## config.mk

```make
export PLATFORM = sky130hd
export DESIGN_NAME = rps_page_ctl
export DESIGN_NICKNAME = d
export VERILOG_FILES = /design/src/include/rps_pkg.sv /design/src/include/rps_sel_if.sv /design/src/core/rps_page_ctl.sv /design/src/core/rps_sel_ctx.sv
export SDC_FILE = /design/constraint.sdc
export NUM_CORES = 1
export LEC_CHECK = 0
export ABC_AREA = 1
export BUFFER_PORTS_ARGS = -buffer_cell sky130_fd_sc_hd__buf_2
export CAP_MARGIN = 20
export CELL_PAD_IN_SITES_DETAIL_PLACEMENT = 2
export CELL_PAD_IN_SITES_GLOBAL_PLACEMENT = 2
export CORE_ASPECT_RATIO = 1.25
export CORE_MARGIN = 3
export CORE_UTILIZATION = 28
export DETAILED_ROUTE_END_ITERATION = 8
export PLACE_DENSITY = 0.83
export SETUP_SLACK_MARGIN = 0.15
export SYNTH_ARGS = -nofsm -noshare
export SYNTH_HDL_FRONTEND = slang
export SYNTH_SLANG_ARGS = --single-unit
export TNS_END_PERCENT = 1
```

## constraint.sdc

```tcl
create_clock -name clk -period 1.7 [get_ports clk]
set_input_delay 0.17 -clock clk [delete_from_list [all_inputs] [get_ports clk]]
set_output_delay 0.17 -clock clk [all_outputs]
set_load 0.05 [all_outputs]
```

## src/include/rps_pkg.sv

```systemverilog
package rps_pkg;

   // Register byte addresses on the control access path.
   localparam logic [7:0] ADDR_SPREAD   = 8'h3E;
   localparam logic [7:0] ADDR_PORT_SEL = 8'h4C;
   localparam logic [7:0] ADDR_STS1     = 8'h4D;
   // First address of the per-port paged window.
   localparam logic [7:0] PAGED_LO      = 8'h4D;

   // Field positions in the spread clock control register.
   localparam int SPREAD_ON_BIT   = 4;
   localparam int SPREAD_RATE_BIT = 0;
   localparam int SPREAD_RSV_LO   = 1;
   localparam int SPREAD_RSV_HI   = 3;

   // Field positions in the page select register.
   localparam int SEL_PHYS_LO = 6;
   localparam int SEL_PHYS_HI = 7;
   localparam int SEL_RD_BIT  = 4;
   localparam int SEL_WE1_BIT = 1;
   localparam int SEL_WE0_BIT = 0;

   // Field position of the read port number in the status register.
   localparam int STS1_RD_BIT = 6;

   // Reset values.
   localparam logic       SPREAD_ON_RST     = 1'b0;
   localparam logic       SPREAD_RATE_RST   = 1'b0;
   localparam logic [2:0] SPREAD_RSV_RST    = 3'h0;
   localparam logic       SEL_RD_RST        = 1'b0;
   localparam logic [1:0] SEL_WE_RST_LOCAL  = 2'h0;
   localparam logic [1:0] SEL_WE_RST_LINK0  = 2'h1;
   localparam logic [1:0] SEL_WE_RST_LINK1  = 2'h2;

   // Modulation period in pixel clock cycles.
   localparam int SPREAD_DIV = 3168;

   // Number of receive ports; the access contexts are local plus one per port.
   localparam int NPORT_DEF = 2;

endpackage : rps_pkg

```

## src/include/rps_sel_if.sv

```systemverilog
`timescale 1ns/1ps
`default_nettype none
interface rps_sel_if;
   logic       we;
   logic [7:0] wdata;
   logic       rd_port;
   logic [1:0] wr_mask;

   modport bank (output we, output wdata, input rd_port, input wr_mask);
   modport ctx  (input we, input wdata, output rd_port, output wr_mask);
endinterface : rps_sel_if
`default_nettype wire

```

## src/core/rps_page_ctl.sv

```systemverilog
`timescale 1ns/1ps
`default_nettype none
module rps_page_ctl #(
   parameter int NPORT      = rps_pkg::NPORT_DEF,
   parameter int SPREAD_DIV = rps_pkg::SPREAD_DIV
) (
   input  wire logic             clk,
   input  wire logic             rstn,
   input  wire logic             acc_valid,
   input  wire logic             acc_write,
   input  wire logic [7:0]       acc_addr,
   input  wire logic [7:0]       acc_wdata,
   input  wire logic             acc_remote,
   input  wire logic             acc_link,
   output logic [7:0]            rd_data,
   output logic                  rd_valid,
   output logic [NPORT-1:0]      pg_wr_en,
   output logic [7:0]            pg_addr,
   output logic [7:0]            pg_wdata,
   output logic [NPORT-1:0]      pg_rd_en,
   input  wire logic [7:0]       pg_rd_data [NPORT],
   input  wire logic [5:0]       port_status [NPORT],
   output logic                  spread_modulation_on,
   output logic                  spread_modulation_rate,
   output logic                  spread_mod_tick
);
   import rps_pkg::*;

   localparam int NCTX = NPORT + 1;
   localparam int CW   = $clog2(SPREAD_DIV);
   localparam logic [CW-1:0] DIV_LAST = CW'(SPREAD_DIV - 1);

   // The field layout holds exactly two ports, and the divider needs a real period.
   generate
      if (NPORT != 2) begin : g_bad_nport
         $error("rps_page_ctl supports exactly two receive ports");
      end
      if (SPREAD_DIV < 2) begin : g_bad_div
         $error("rps_page_ctl needs a modulation period of at least two cycles");
      end
   endgenerate

   logic [1:0] acc_ctx;
   logic       ctx_rd_port [NCTX];
   logic [1:0] ctx_mask    [NCTX];
   logic       ctx_we      [NCTX];

   // Context 0 is local access, context 1 plus n is the back channel over port n.
   assign acc_ctx = acc_remote ? (acc_link ? 2'd2 : 2'd1) : 2'd0;

   // One page select copy per access context.
   generate
      for (genvar c = 0; c < NCTX; c++) begin : g_ctx
         localparam logic [1:0] WRST = (c == 0) ? SEL_WE_RST_LOCAL :
                                       (c == 1) ? SEL_WE_RST_LINK0 : SEL_WE_RST_LINK1;
         rps_sel_if u_if ();
         assign ctx_we[c]      = acc_valid && acc_write && (acc_addr == ADDR_PORT_SEL)
                                 && (acc_ctx == 2'(c));
         assign u_if.we        = ctx_we[c];
         assign u_if.wdata     = acc_wdata;
         assign ctx_rd_port[c] = u_if.rd_port;
         assign ctx_mask[c]    = u_if.wr_mask;
         rps_sel_ctx #(.WE_RST(WRST)) u_ctx (
            .clk  (clk),
            .rstn (rstn),
            .sel  (u_if.ctx)
         );
      end
   endgenerate

   // Address decode and the current context's selections.
   logic       is_sel;
   logic       is_spread;
   logic       is_sts1;
   logic       is_paged;
   logic       cur_rd_port;
   logic [1:0] cur_mask;
   logic [1:0] phys_idx;
   assign is_sel      = acc_addr == ADDR_PORT_SEL;
   assign is_spread   = acc_addr == ADDR_SPREAD;
   assign is_sts1     = acc_addr == ADDR_STS1;
   assign is_paged    = acc_addr >= PAGED_LO;
   assign cur_rd_port = ctx_rd_port[acc_ctx];
   assign cur_mask    = ctx_mask[acc_ctx];
   assign phys_idx    = acc_remote ? {1'b0, acc_link} : 2'b00;

   // Spread control storage; the reserved bits 3:1 keep what software writes.
   logic       spread_on_q;
   logic       spread_rate_q;
   logic [2:0] spread_rsv_q;
   logic       spread_we;
   assign spread_we = acc_valid && acc_write && is_spread;

   always_ff @(posedge clk) begin
      if (!rstn) begin
         spread_on_q   <= SPREAD_ON_RST;
         spread_rate_q <= SPREAD_RATE_RST;
         spread_rsv_q  <= SPREAD_RSV_RST;
      end else if (spread_we) begin
         spread_on_q   <= acc_wdata[SPREAD_ON_BIT];
         spread_rate_q <= acc_wdata[SPREAD_RATE_BIT];
         spread_rsv_q  <= acc_wdata[SPREAD_RSV_HI:SPREAD_RSV_LO];
      end
   end

   assign spread_modulation_on   = spread_on_q;
   assign spread_modulation_rate = spread_rate_q;

   // Read words of each register.
   logic [7:0] sel_word;
   logic [7:0] sts1_word;
   logic [7:0] spread_word;
   logic [7:0] paged_word;
   logic [7:0] rd_mux;
   assign sel_word    = {phys_idx, 1'b0, cur_rd_port, 2'b00, cur_mask};
   assign sts1_word   = {1'b0, cur_rd_port, port_status[cur_rd_port]};
   assign spread_word = {3'b000, spread_on_q, spread_rsv_q, spread_rate_q};
   assign paged_word  = pg_rd_data[cur_rd_port];
   assign rd_mux      = is_sel    ? sel_word    :
                        is_spread ? spread_word :
                        is_sts1   ? sts1_word   :
                        is_paged  ? paged_word  : 8'h00;

   // Paged strobes; the status register is read only, so writes to it go nowhere.
   logic [NPORT-1:0] wr_en_d;
   logic [NPORT-1:0] rd_en_d;
   logic             paged_wr;
   assign paged_wr = acc_valid && acc_write && is_paged && !is_sts1;
   generate
      for (genvar p = 0; p < NPORT; p++) begin : g_port
         assign wr_en_d[p] = paged_wr && cur_mask[p];
         assign rd_en_d[p] = acc_valid && !acc_write && is_paged && (cur_rd_port == 1'(p));
      end
   endgenerate

   // Answers and strobes leave one cycle after the access is taken.
   always_ff @(posedge clk) begin
      if (!rstn) begin
         rd_data  <= 8'h00;
         rd_valid <= 1'b0;
         pg_wr_en <= '0;
         pg_rd_en <= '0;
         pg_addr  <= 8'h00;
         pg_wdata <= 8'h00;
      end else begin
         rd_valid <= acc_valid && !acc_write;
         pg_wr_en <= wr_en_d;
         pg_rd_en <= rd_en_d;
         if (acc_valid && !acc_write) begin
            rd_data <= rd_mux;
         end
         if (acc_valid && is_paged) begin
            pg_addr  <= acc_addr;
            pg_wdata <= acc_wdata;
         end
      end
   end

   // Modulation tick divider. It restarts whenever modulation is off, which is safe
   // only because software never changes the rate with modulation running.
   logic [CW-1:0] div_q;
   logic          div_run;
   logic          div_end;
   assign div_run = spread_on_q && spread_rate_q;
   assign div_end = div_q == DIV_LAST;

   always_ff @(posedge clk) begin
      if (!rstn || !div_run) begin
         div_q           <= '0;
         spread_mod_tick <= 1'b0;
      end else begin
         div_q           <= div_end ? '0 : div_q + 1'b1;
         spread_mod_tick <= div_end;
      end
   end
endmodule : rps_page_ctl
`default_nettype wire

```

## src/core/rps_sel_ctx.sv

```systemverilog
`timescale 1ns/1ps
`default_nettype none
module rps_sel_ctx #(
   parameter logic [1:0] WE_RST = 2'h0
) (
   input  wire logic clk,
   input  wire logic rstn,
   rps_sel_if.ctx    sel
);
   import rps_pkg::*;

   logic       rd_q;
   logic       rd_d;
   logic [1:0] mask_q;
   logic [1:0] mask_d;

   // Each access context keeps its own copy, so a remote master never sees local settings.
   assign rd_d   = sel.we ? sel.wdata[SEL_RD_BIT] : rd_q;
   assign mask_d = sel.we ? {sel.wdata[SEL_WE1_BIT], sel.wdata[SEL_WE0_BIT]} : mask_q;

   // The write mask reset value depends on which path owns this copy.
   always_ff @(posedge clk) begin
      if (!rstn) begin
         rd_q   <= SEL_RD_RST;
         mask_q <= WE_RST;
      end else begin
         rd_q   <= rd_d;
         mask_q <= mask_d;
      end
   end

   assign sel.rd_port = rd_q;
   assign sel.wr_mask = mask_q;
endmodule : rps_sel_ctx
`default_nettype wire

```

* Yosys cells after proc, flatten, opt, wreduce, memory -nomap -nowiden
Cells that the tools add are included.
** Word-level totals
- Output and inout bits :: 32
- Bits in registers :: 56
- Word-level logic and storage cells :: 72
** Cells by class
- Muxes and demuxes :: 19
- Bitwise gates (word level) :: 3
- Equal/unequal tests :: 6
- Magnitude comparators :: 3
- Reductions and logical operators :: 23
- Add/sub/neg operators :: 1
** Operators by type and width (count)
- 8-bit two-way mux :: 7
- 6-bit two-way mux :: 3
- 8-bit by 7-bit equality test with 1-bit output, second input constant :: 2
- 1-bit logical AND :: 16
- 12-bit by 1-bit adder with 12-bit output, second input constant :: 1
- 12-bit equality test, second input constant :: 1
- 8-bit by 6-bit equality test with 1-bit output, second input constant :: 1
- 8-bit by 7-bit >= comparator with 1-bit output, second input constant :: 1
- 2-bit two-way mux :: 4
- 2-bit binary-select mux with 2-bit select :: 1
- 1-bit zero test :: 4
- 3-bit >= comparator, second input constant :: 1
- 1-bit two-way mux :: 3
- 2-bit inverter with 3-bit output :: 1
- 1-bit binary-select mux with 2-bit select :: 1
- 2-bit by 1-bit equality test with 1-bit output, second input constant :: 1
- 2-bit equality test, second input constant :: 1
- 2-bit >= comparator, second input constant :: 1
- 2-bit zero test :: 1
- 1-bit inverter with 2-bit output :: 1
- 2-bit OR reduction :: 1
- 1-bit logical OR :: 1
- 1-bit inverter :: 1

* Depth between registers and ports, before layout
Gate-level depths: netlist (run 1).
- Depth after elaboration :: 14
- Gate-level depth with buffers :: 10
- Depth with buffers taken out :: 10

* By module
Synthesis (run 1) repeated with hierarchy kept, for this count alone.
** Unflattened totals
- Cells, all modules :: 393
- Area, all modules :: 2661.3 um2
** Modules (own cells, without submodules)
- rps_page_ctl :: cells each 341, area an instance 2317.2 um2, times used 1
- rps_sel_ctx at g_ctx[1].u_ctx ... :: cells each 17, area an instance 113.9 um2, times used 2
- rps_sel_ctx at g_ctx[0].u_ctx :: cells each 18, area an instance 116.4 um2, times used 1

* Least setup slack after synthesis (run 1)
OpenSTA, ideal clock, no wires.
- Kind :: register to register
- Start :: register spread_rate_q, in the netlist spread_modulation_rate
- End :: register div_q[7]
- Period minus slack after synthesis :: 1382 ps
- Setup slack :: 318 ps
- Cell stages (with the launch flop) :: 6
- Setup time :: 78 ps
- Data arrival time :: 1304 ps
- Cell sequence :: dfxtp_1 inv_1 nor3_1 nand2_1 buf_2 nor3_1
** On the way
- Longest elaborated chain between the ends :: 4
** Ends and longest elaborated chain
- start: declaration :: RTL line rps_page_ctl.sv:89 : logic spread_rate_q;
- start signal: assignment :: RTL line rps_page_ctl.sv:101 : spread_rate_q <= acc_wdata[SPREAD_RATE_BIT];
- 1-bit logical AND :: RTL line rps_page_ctl.sv:164 : assign div_run = spread_on_q && spread_rate_q;
- 1-bit zero test :: RTL line rps_page_ctl.sv:168 : if (!rstn || !div_run) begin
- 1-bit logical OR :: RTL line rps_page_ctl.sv:168
- 2-bit OR reduction (no line)
- end signal: assignment :: RTL line rps_page_ctl.sv:172 : div_q <= div_end ? '0 : div_q + 1'b1;
- end: declaration :: RTL line rps_page_ctl.sv:161 : logic [CW-1:0] div_q;
No other way between the ends.
A chain may end at the register's enable or synchronous reset.

* Worst setup path in the final report (run 1)
- Start :: register div_q[0]
- End :: register div_q[8]
** On the way
- Longest elaborated chain between the ends :: 2
- Elaborated cells between the ends (all ways) :: 3
- Classes of those cells :: 1 x add/sub; 1 x eq/ne; 1 x reduce/logical
** Ends and longest elaborated chain
- parallel branches: the longest is 2 deep, another holds 12-bit by 1-bit adder with 12-bit output
Parallel ways; which one is timed is not known.

==> results of run 1 <==
sequential cells by signal, summed over array words and instances, names as in the netlist:
name	flops
rd_data	8
spread_modulation_rate	1
pg_addr	8
rd_valid	1
pg_rd_en	2
spread_rsv_q	3
spread_modulation_on	1
div_q	12
pg_wr_en	2
spread_mod_tick	1
pg_wdata	8
g_ctx.u_ctx.sel.wr_mask	6
g_ctx.u_ctx.sel.rd_port	3
worst max-delay path: cells and delay by family, from the launching register on:
kind / cells / cell delay (ps)
simple gates: 5 / 690
flops: 1 / 360
buf+inv: 1 / 110
fa+ha+maj: 1 / 170
cell type report:
class | instances | area [µm²]
clock inverter | 1 | 30.0
clock buffer | 7 | 153
fill | 1184 | 6140
sequential | 56 | 1120
inverter | 62 | 233
timing repair buffer | 87 | 463
tap | 126 | 158
multi-input combinational | 266 | 1360
logic make-up (layout without fill, tap and decap cells):
group                      after synthesis  count (layout)
and+or+nand+nor                        203             203
buffers and inverters                   74             157
adders and majority gates                1               1
DFF                                     56              56
xor gates and xnor gates                 2               2
AOI/OAI and AO/OA                       60              60
worst paths after layout:
kind                       start  slack [ps]                        to  cells after the start
max reg2reg  div_q[0]$_SDFF_PP0_         270       div_q[8]$_SDFF_PP0_                      7
min                 acc_wdata[6]         100  pg_wdata[6]$_SDFFE_PN0P_                      3
min reg2reg  div_q[0]$_SDFF_PP0_         460       div_q[0]$_SDFF_PP0_                      1
max          div_q[0]$_SDFF_PP0_         270       div_q[8]$_SDFF_PP0_                      7
stage by stage:
stage | setup slack [ps] | cell area (µm²) | total power [mW] | std cells
after detailed placement | 97.4 | 3300 | 1.95 | 595
after global routing | 78.0 | 3520 | 3.32 | 605
final | 274 | 3520 | 3.19 | 605
after global placement | 210 | 3300 | 1.93 | 595
after floorplan | 318 | 2790 | 1.77 | 396
after CTS | 158 | 3480 | 3.22 | 603
synth_stat cells, types with 2 or more instances:
library cell,number
nor2_1,54
nand2_2,11
nand4_1,18
a21oi_1,24
nand2_1,65
xor2_1,2
nor3b_1,2
nor3_2,2
a21oi_2,4
inv_2,4
buf_4,3
nor4_1,4
nor3_1,5
o21ai_1,2
o21ai_0,27
inv_1,57
nand3_1,27
dfxtp_1,56
nor2_4,5
buf_2,3
a31oi_1,2
nor2_2,3
clkbuf_1,3
routing by layer:
layer	part of all wire	vias up	GRT usage
li1	-	1432	-
met1	0.43	1391	0.215
met2	0.52	63	0.318
met3	0.036	8	0.0243
met4	0.016	0	0.0532
met5	0	-	0
timing repair:
action | CTS | global route
pin swaps | 0 | 2
buffers inserted | 0 | 2
cloned | 0 | 0
gates resized for setup | 1 | 2
setup endpoints to repair | 12 | 18
power breakdown:
part	internal, mW	total, mW	switching (mW)
logic	0.157	0.554	0.396
registers	1.35	1.38	0.0206
clock network	0.777	1.26	0.481
==> results.yml, run 1 <==
timing:
  tns_ps: 0
  finalHoldViolCount: 0
  finalSetupViolCount: 0
  hold-worst-slack_ps: 95.2
  max_slew_margin: 0.742
  post-route-period-util: 0.839
  rsz0062_at_grt: "true"
  min_period_ps: 1430
  drv_slew: 0
  skew_ps: 7.88
  timing.fmax_ghz: 0.701
  worstMarginPinSlew_ps: 386
place:
  io_buffers: 81
  dp_hpwl_um: 7280
  globalplace.congestion: 0.776
setup_path:
  crit_required_ps: 1880
  crit_chain: "ha_1 > nand2_1 > inv_1 > nand2_1 > nand3b_1 > nand2_2 > nor3b_1"
  slowest_delay_ps: 360
  crit_fanout: 12
  endpoint_kind: "flop"
  critPathSlowestCell: "dfxtp_1"
  cp_data_arrival_time_ps: 1610
  worstSetupPathType: "flop to flop"
  worst_setup_path_start_kind: "flop"
  crit_top_cell: "nand2_1"
routing:
  vias_per_cell: 4.78
  detail_route.drc_violations: 0
  post_drt_wl_per_cell_um: 16.3
  wl_um: 9840
  ant_nets: 0
  drt_pass1_iterations: 4
  drt-initial-drc-count: 121
  vias: 2894
layout:
  final_common_cell: "buf_2"
  fin_nets: 529
  layout-drive-gt1-share: 0.273
  area_delta_synth_final_pct: 26.1
  diodes: 0
  layout_common_cells: "buf_2 (81), nand2_1 (64), inv_1 (57)"
  fin_util: 0.364
die:
  die_x_um: 95.3
  dieArea_um2: 11200
  die_h_um: 118
  core_area_um2: 9660
  io_pins: 82
  start_util: 0.289
  floorplan.rows: 40
clock_network:
  clk_pin_slew_ps: 70
  clock_sinks: 56
  cts.path.max_buffers: 2
  cts_buffers: 5
  cts_htree_levels: 2
  cts_tree: "done"
  clk_latency_ps: 300
  postCtsHoldBufs: 0
  cts-root-buf: "clkbuf_16"
power_and_ir_drop:
  power_density_nw_per_um2: 906
  p_leak_nw: 1.65
  ir_worst_vdd_v: 0.000540
global_route:
  grt_antenna_before_repair: 0
  grt_max_degree: 29
  grt_pass1_vias: 3237
  grt_pass1_wl_um: 15900
  grt_use_total: 0.178
  grt_overflow_total: 0
synthesis:
  syn_area_um2: 2790
  seq_area_frac_synth: 0.402
  synthArstFlopShare: 0
  yosysTopAreaCell: "dfxtp_1"
  synth_mux_area_frac: 0
  synth-warning-count: 0
  synth_top_family_by_area: "simple AND/OR/NAND/NOR gates"
  synth_edf_count: 0
  synth.top_cell.area_share: 0.402
  synth-adder-area-share: 0.00448
  ys_seq_elements: 56
  syn_avg_cell_area_um2: 7.05
  synth_cell_type_count: 36
  synth_area_leaders: "dfxtp_1 (40%), nand2_1 (8.7%), inv_1 (7.7%)"
  synth-xor-area-share: 0.00628
  syn-num-nets: 447
  synth_compound_area_frac: 0.115
  synth_cells: 396
  synth-simple-area-share: 0.359
  synth_ff_type: "dfxtp_1"
hold_path:
  min_path_type: "input port to flop"
run_status:
  status: "finished, final reports clean"
flow_run:
  cap_violations: 0
Note: power is estimated with default switching activity, not from simulation.
==> inputs of run 2 (changes only) <==
==> constraint.sdc (replaced) <==
create_clock -name clk -period 1.4 [get_ports clk]
set_input_delay 0.14 -clock clk [delete_from_list [all_inputs] [get_ports clk]]
set_output_delay 0.14 -clock clk [all_outputs]
set_load 0.05 [all_outputs]
==> run 2 against run 1 <==
Compared with the run above:
- the flow now finishes with violations (negative setup slack)
- critical path depth down 2
- global-route usage up 1.2 points
- cell area up 8.3%
- via count up 5.5%
- sequential share of layout area down 2.2 points
- clock skew down 2.6 ps
- clock-buffer cell count down 2
- routed wire length up 13%
- combinational power up 31%
- non-clock buffer count up 17
- core utilization up 3.0 points
- critical path type unchanged
==> results.yml, run 2 (same netlist as run 1, synthesis figures left out) <==
run_status:
  status: "complete, but fails checks"
  violations: "negative setup slack"
timing:
  skew_ps: 5.32
  worstMarginPinSlew_ps: 339
  timing.fmax_ghz: 0.682
  drv_slew: 0
  finalHoldViolCount: 0
  post-route-period-util: 1.05
  min_period_ps: 1470
  max_slew_margin: 0.772
  hold-worst-slack_ps: 67.8
  fin_ws_ps: -66.5
  rsz0062_at_grt: "true"
  finalSetupViolCount: 13
clock_network:
  cts_htree_levels: 2
  cts.path.max_buffers: 2
  cts-root-buf: "clkbuf_16"
  cts_buffers: 5
  clk_pin_slew_ps: 80
  cts_tree: "done"
  postCtsHoldBufs: 0
  clk_latency_ps: 310
  clock_sinks: 56
layout:
  layout_common_cells: "buf_2 (81), nand2_1 (52), inv_1 (50), nor2_1 (50), dfxtp_1 (47)"
  fin_cells: 623
  fin_nets: 547
  fin_area_um2: 3810
  top_register: "div_q"
  fin_util: 0.395
  largest_reg_flops: 12
  layout-drive-gt1-share: 0.388
  diodes: 0
  area_delta_synth_final_pct: 36.6
  final_common_cell: "buf_2"
place:
  globalplace.congestion: 0.801
  io_buffers: 81
  dpl_cell_area_um2: 3420
  dp_hpwl_um: 7580
  dpl.cell_count: 610
global_route:
  grt_pass1_wl_um: 16500
  grt_overflow_total: 0
  grt_use_total: 0.190
  grt_max_degree: 29
  grt_pass1_vias: 3318
  grt_antenna_before_repair: 0
routing:
  drt_pass1_iterations: 4
  wl_um: 11100
  vias_per_cell: 4.90
  detail_route.drc_violations: 0
  drt-initial-drc-count: 107
  ant_nets: 0
  vias: 3054
  post_drt_wl_per_cell_um: 17.8
die:
  dieArea_um2: 11200
  start_util: 0.289
  io_pins: 82
  die_x_um: 95.3
  core_area_um2: 9660
  die_h_um: 118
  floorplan.rows: 40
setup_path:
  endpoint_kind: "flop"
  crit_required_ps: 1610
  crit_fanout: 6
  cp_data_arrival_time_ps: 1670
  worstSetupPathType: "flop to flop"
  worst_setup_path_start_kind: "flop"
power_and_ir_drop:
  power_mw: 3.76
  ir_worst_vdd_v: 0.000531
  p_leak_nw: 1.78
  power_density_nw_per_um2: 986
flow_run:
  cap_violations: 0
hold_path:
  min_path_type: "input port to flop"
[run 2: changes by cell type in the layout (fill, tap and decap cells not counted), sizes merged]
cell / before / now
nand2: 77 / 78
bufinv: 1 / 0
clkinvlp: 0 / 2
clkinv: 1 / 2
buf: 87 / 104
clkbuf: 7 / 5
[run 2: what timing repair did]
| action | 4_1_cts | 5_1_grt |
|---|---|---|
| cloned | 0 | 1 |
| resized for setup | 15 | 47 |
| pin swaps | 7 | 21 |
| hold endpoints to repair | 0 | 0 |
| buffers inserted | 3 | 1 |
| setup endpoints to repair | 21 | 22 |
[run 2: where the power goes]
group	total, mW	internal, mW	switching, mW
combinational	0.728	0.219	0.509
sequential	1.67	1.64	0.0255
clock	1.36	0.682	0.678
[run 2: per-layer routing]
| layer | vias to the layer above | track usage | share of wire |
|---|---|---|---|
| li1 | 1470 | - | - |
| met2 | 71 | 0.340 | 0.55 |
| met4 | 0 | 0.0758 | 0.021 |
| met5 | - | 0 | 0 |
| met3 | 14 | 0.0435 | 0.042 |
| met1 | 1499 | 0.211 | 0.39 |
[run 2: metrics by stage]
| step | setup TNS, ps | setup WS (ps) |
|---|---|---|
| 6_report | -683 | -66.5 |
| 4_1_cts | -16.0 | -16.0 |
| 3_5_place_dp | -114 | -52.5 |
| 5_1_grt | -1860 | -153 |
| 3_3_place_gp | -46.3 | -46.3 |
| 2_1_floorplan | 0 | 150 |
[run 2: final timing paths]
kind,startpoint,end,slack [ps],depth (start not counted)
worst max-delay path,div_q[6]$_SDFF_PP0_,div_q[5]$_SDFF_PP0_,-70,5
worst min-delay path,acc_wdata[5],pg_wdata[5]$_SDFFE_PN0P_,70,3
worst max register to register,div_q[6]$_SDFF_PP0_,div_q[5]$_SDFF_PP0_,-70,5
worst min register to register,div_q[11]$_SDFF_PP0_,div_q[11]$_SDFF_PP0_,470,2
[run 2: worst max-delay path, stage by stage (launching register included)]
cell and delay, ps:
dfxtp_1 390, inv_1 100, nor4_1 330, nand3b_1 260
nand2_2 220, nor2_1 60
[run 2: area by class of cell]
class,instances,area (µm²)
Timing Repair Buffer,104,612
Fill cell,1155,5850
Clock inverter,3,27.5
Sequential cell,56,1130
Multi-Input combinational cell,267,1520
Inverter,62,236
Clock buffer,5,125
Tap cell,126,158
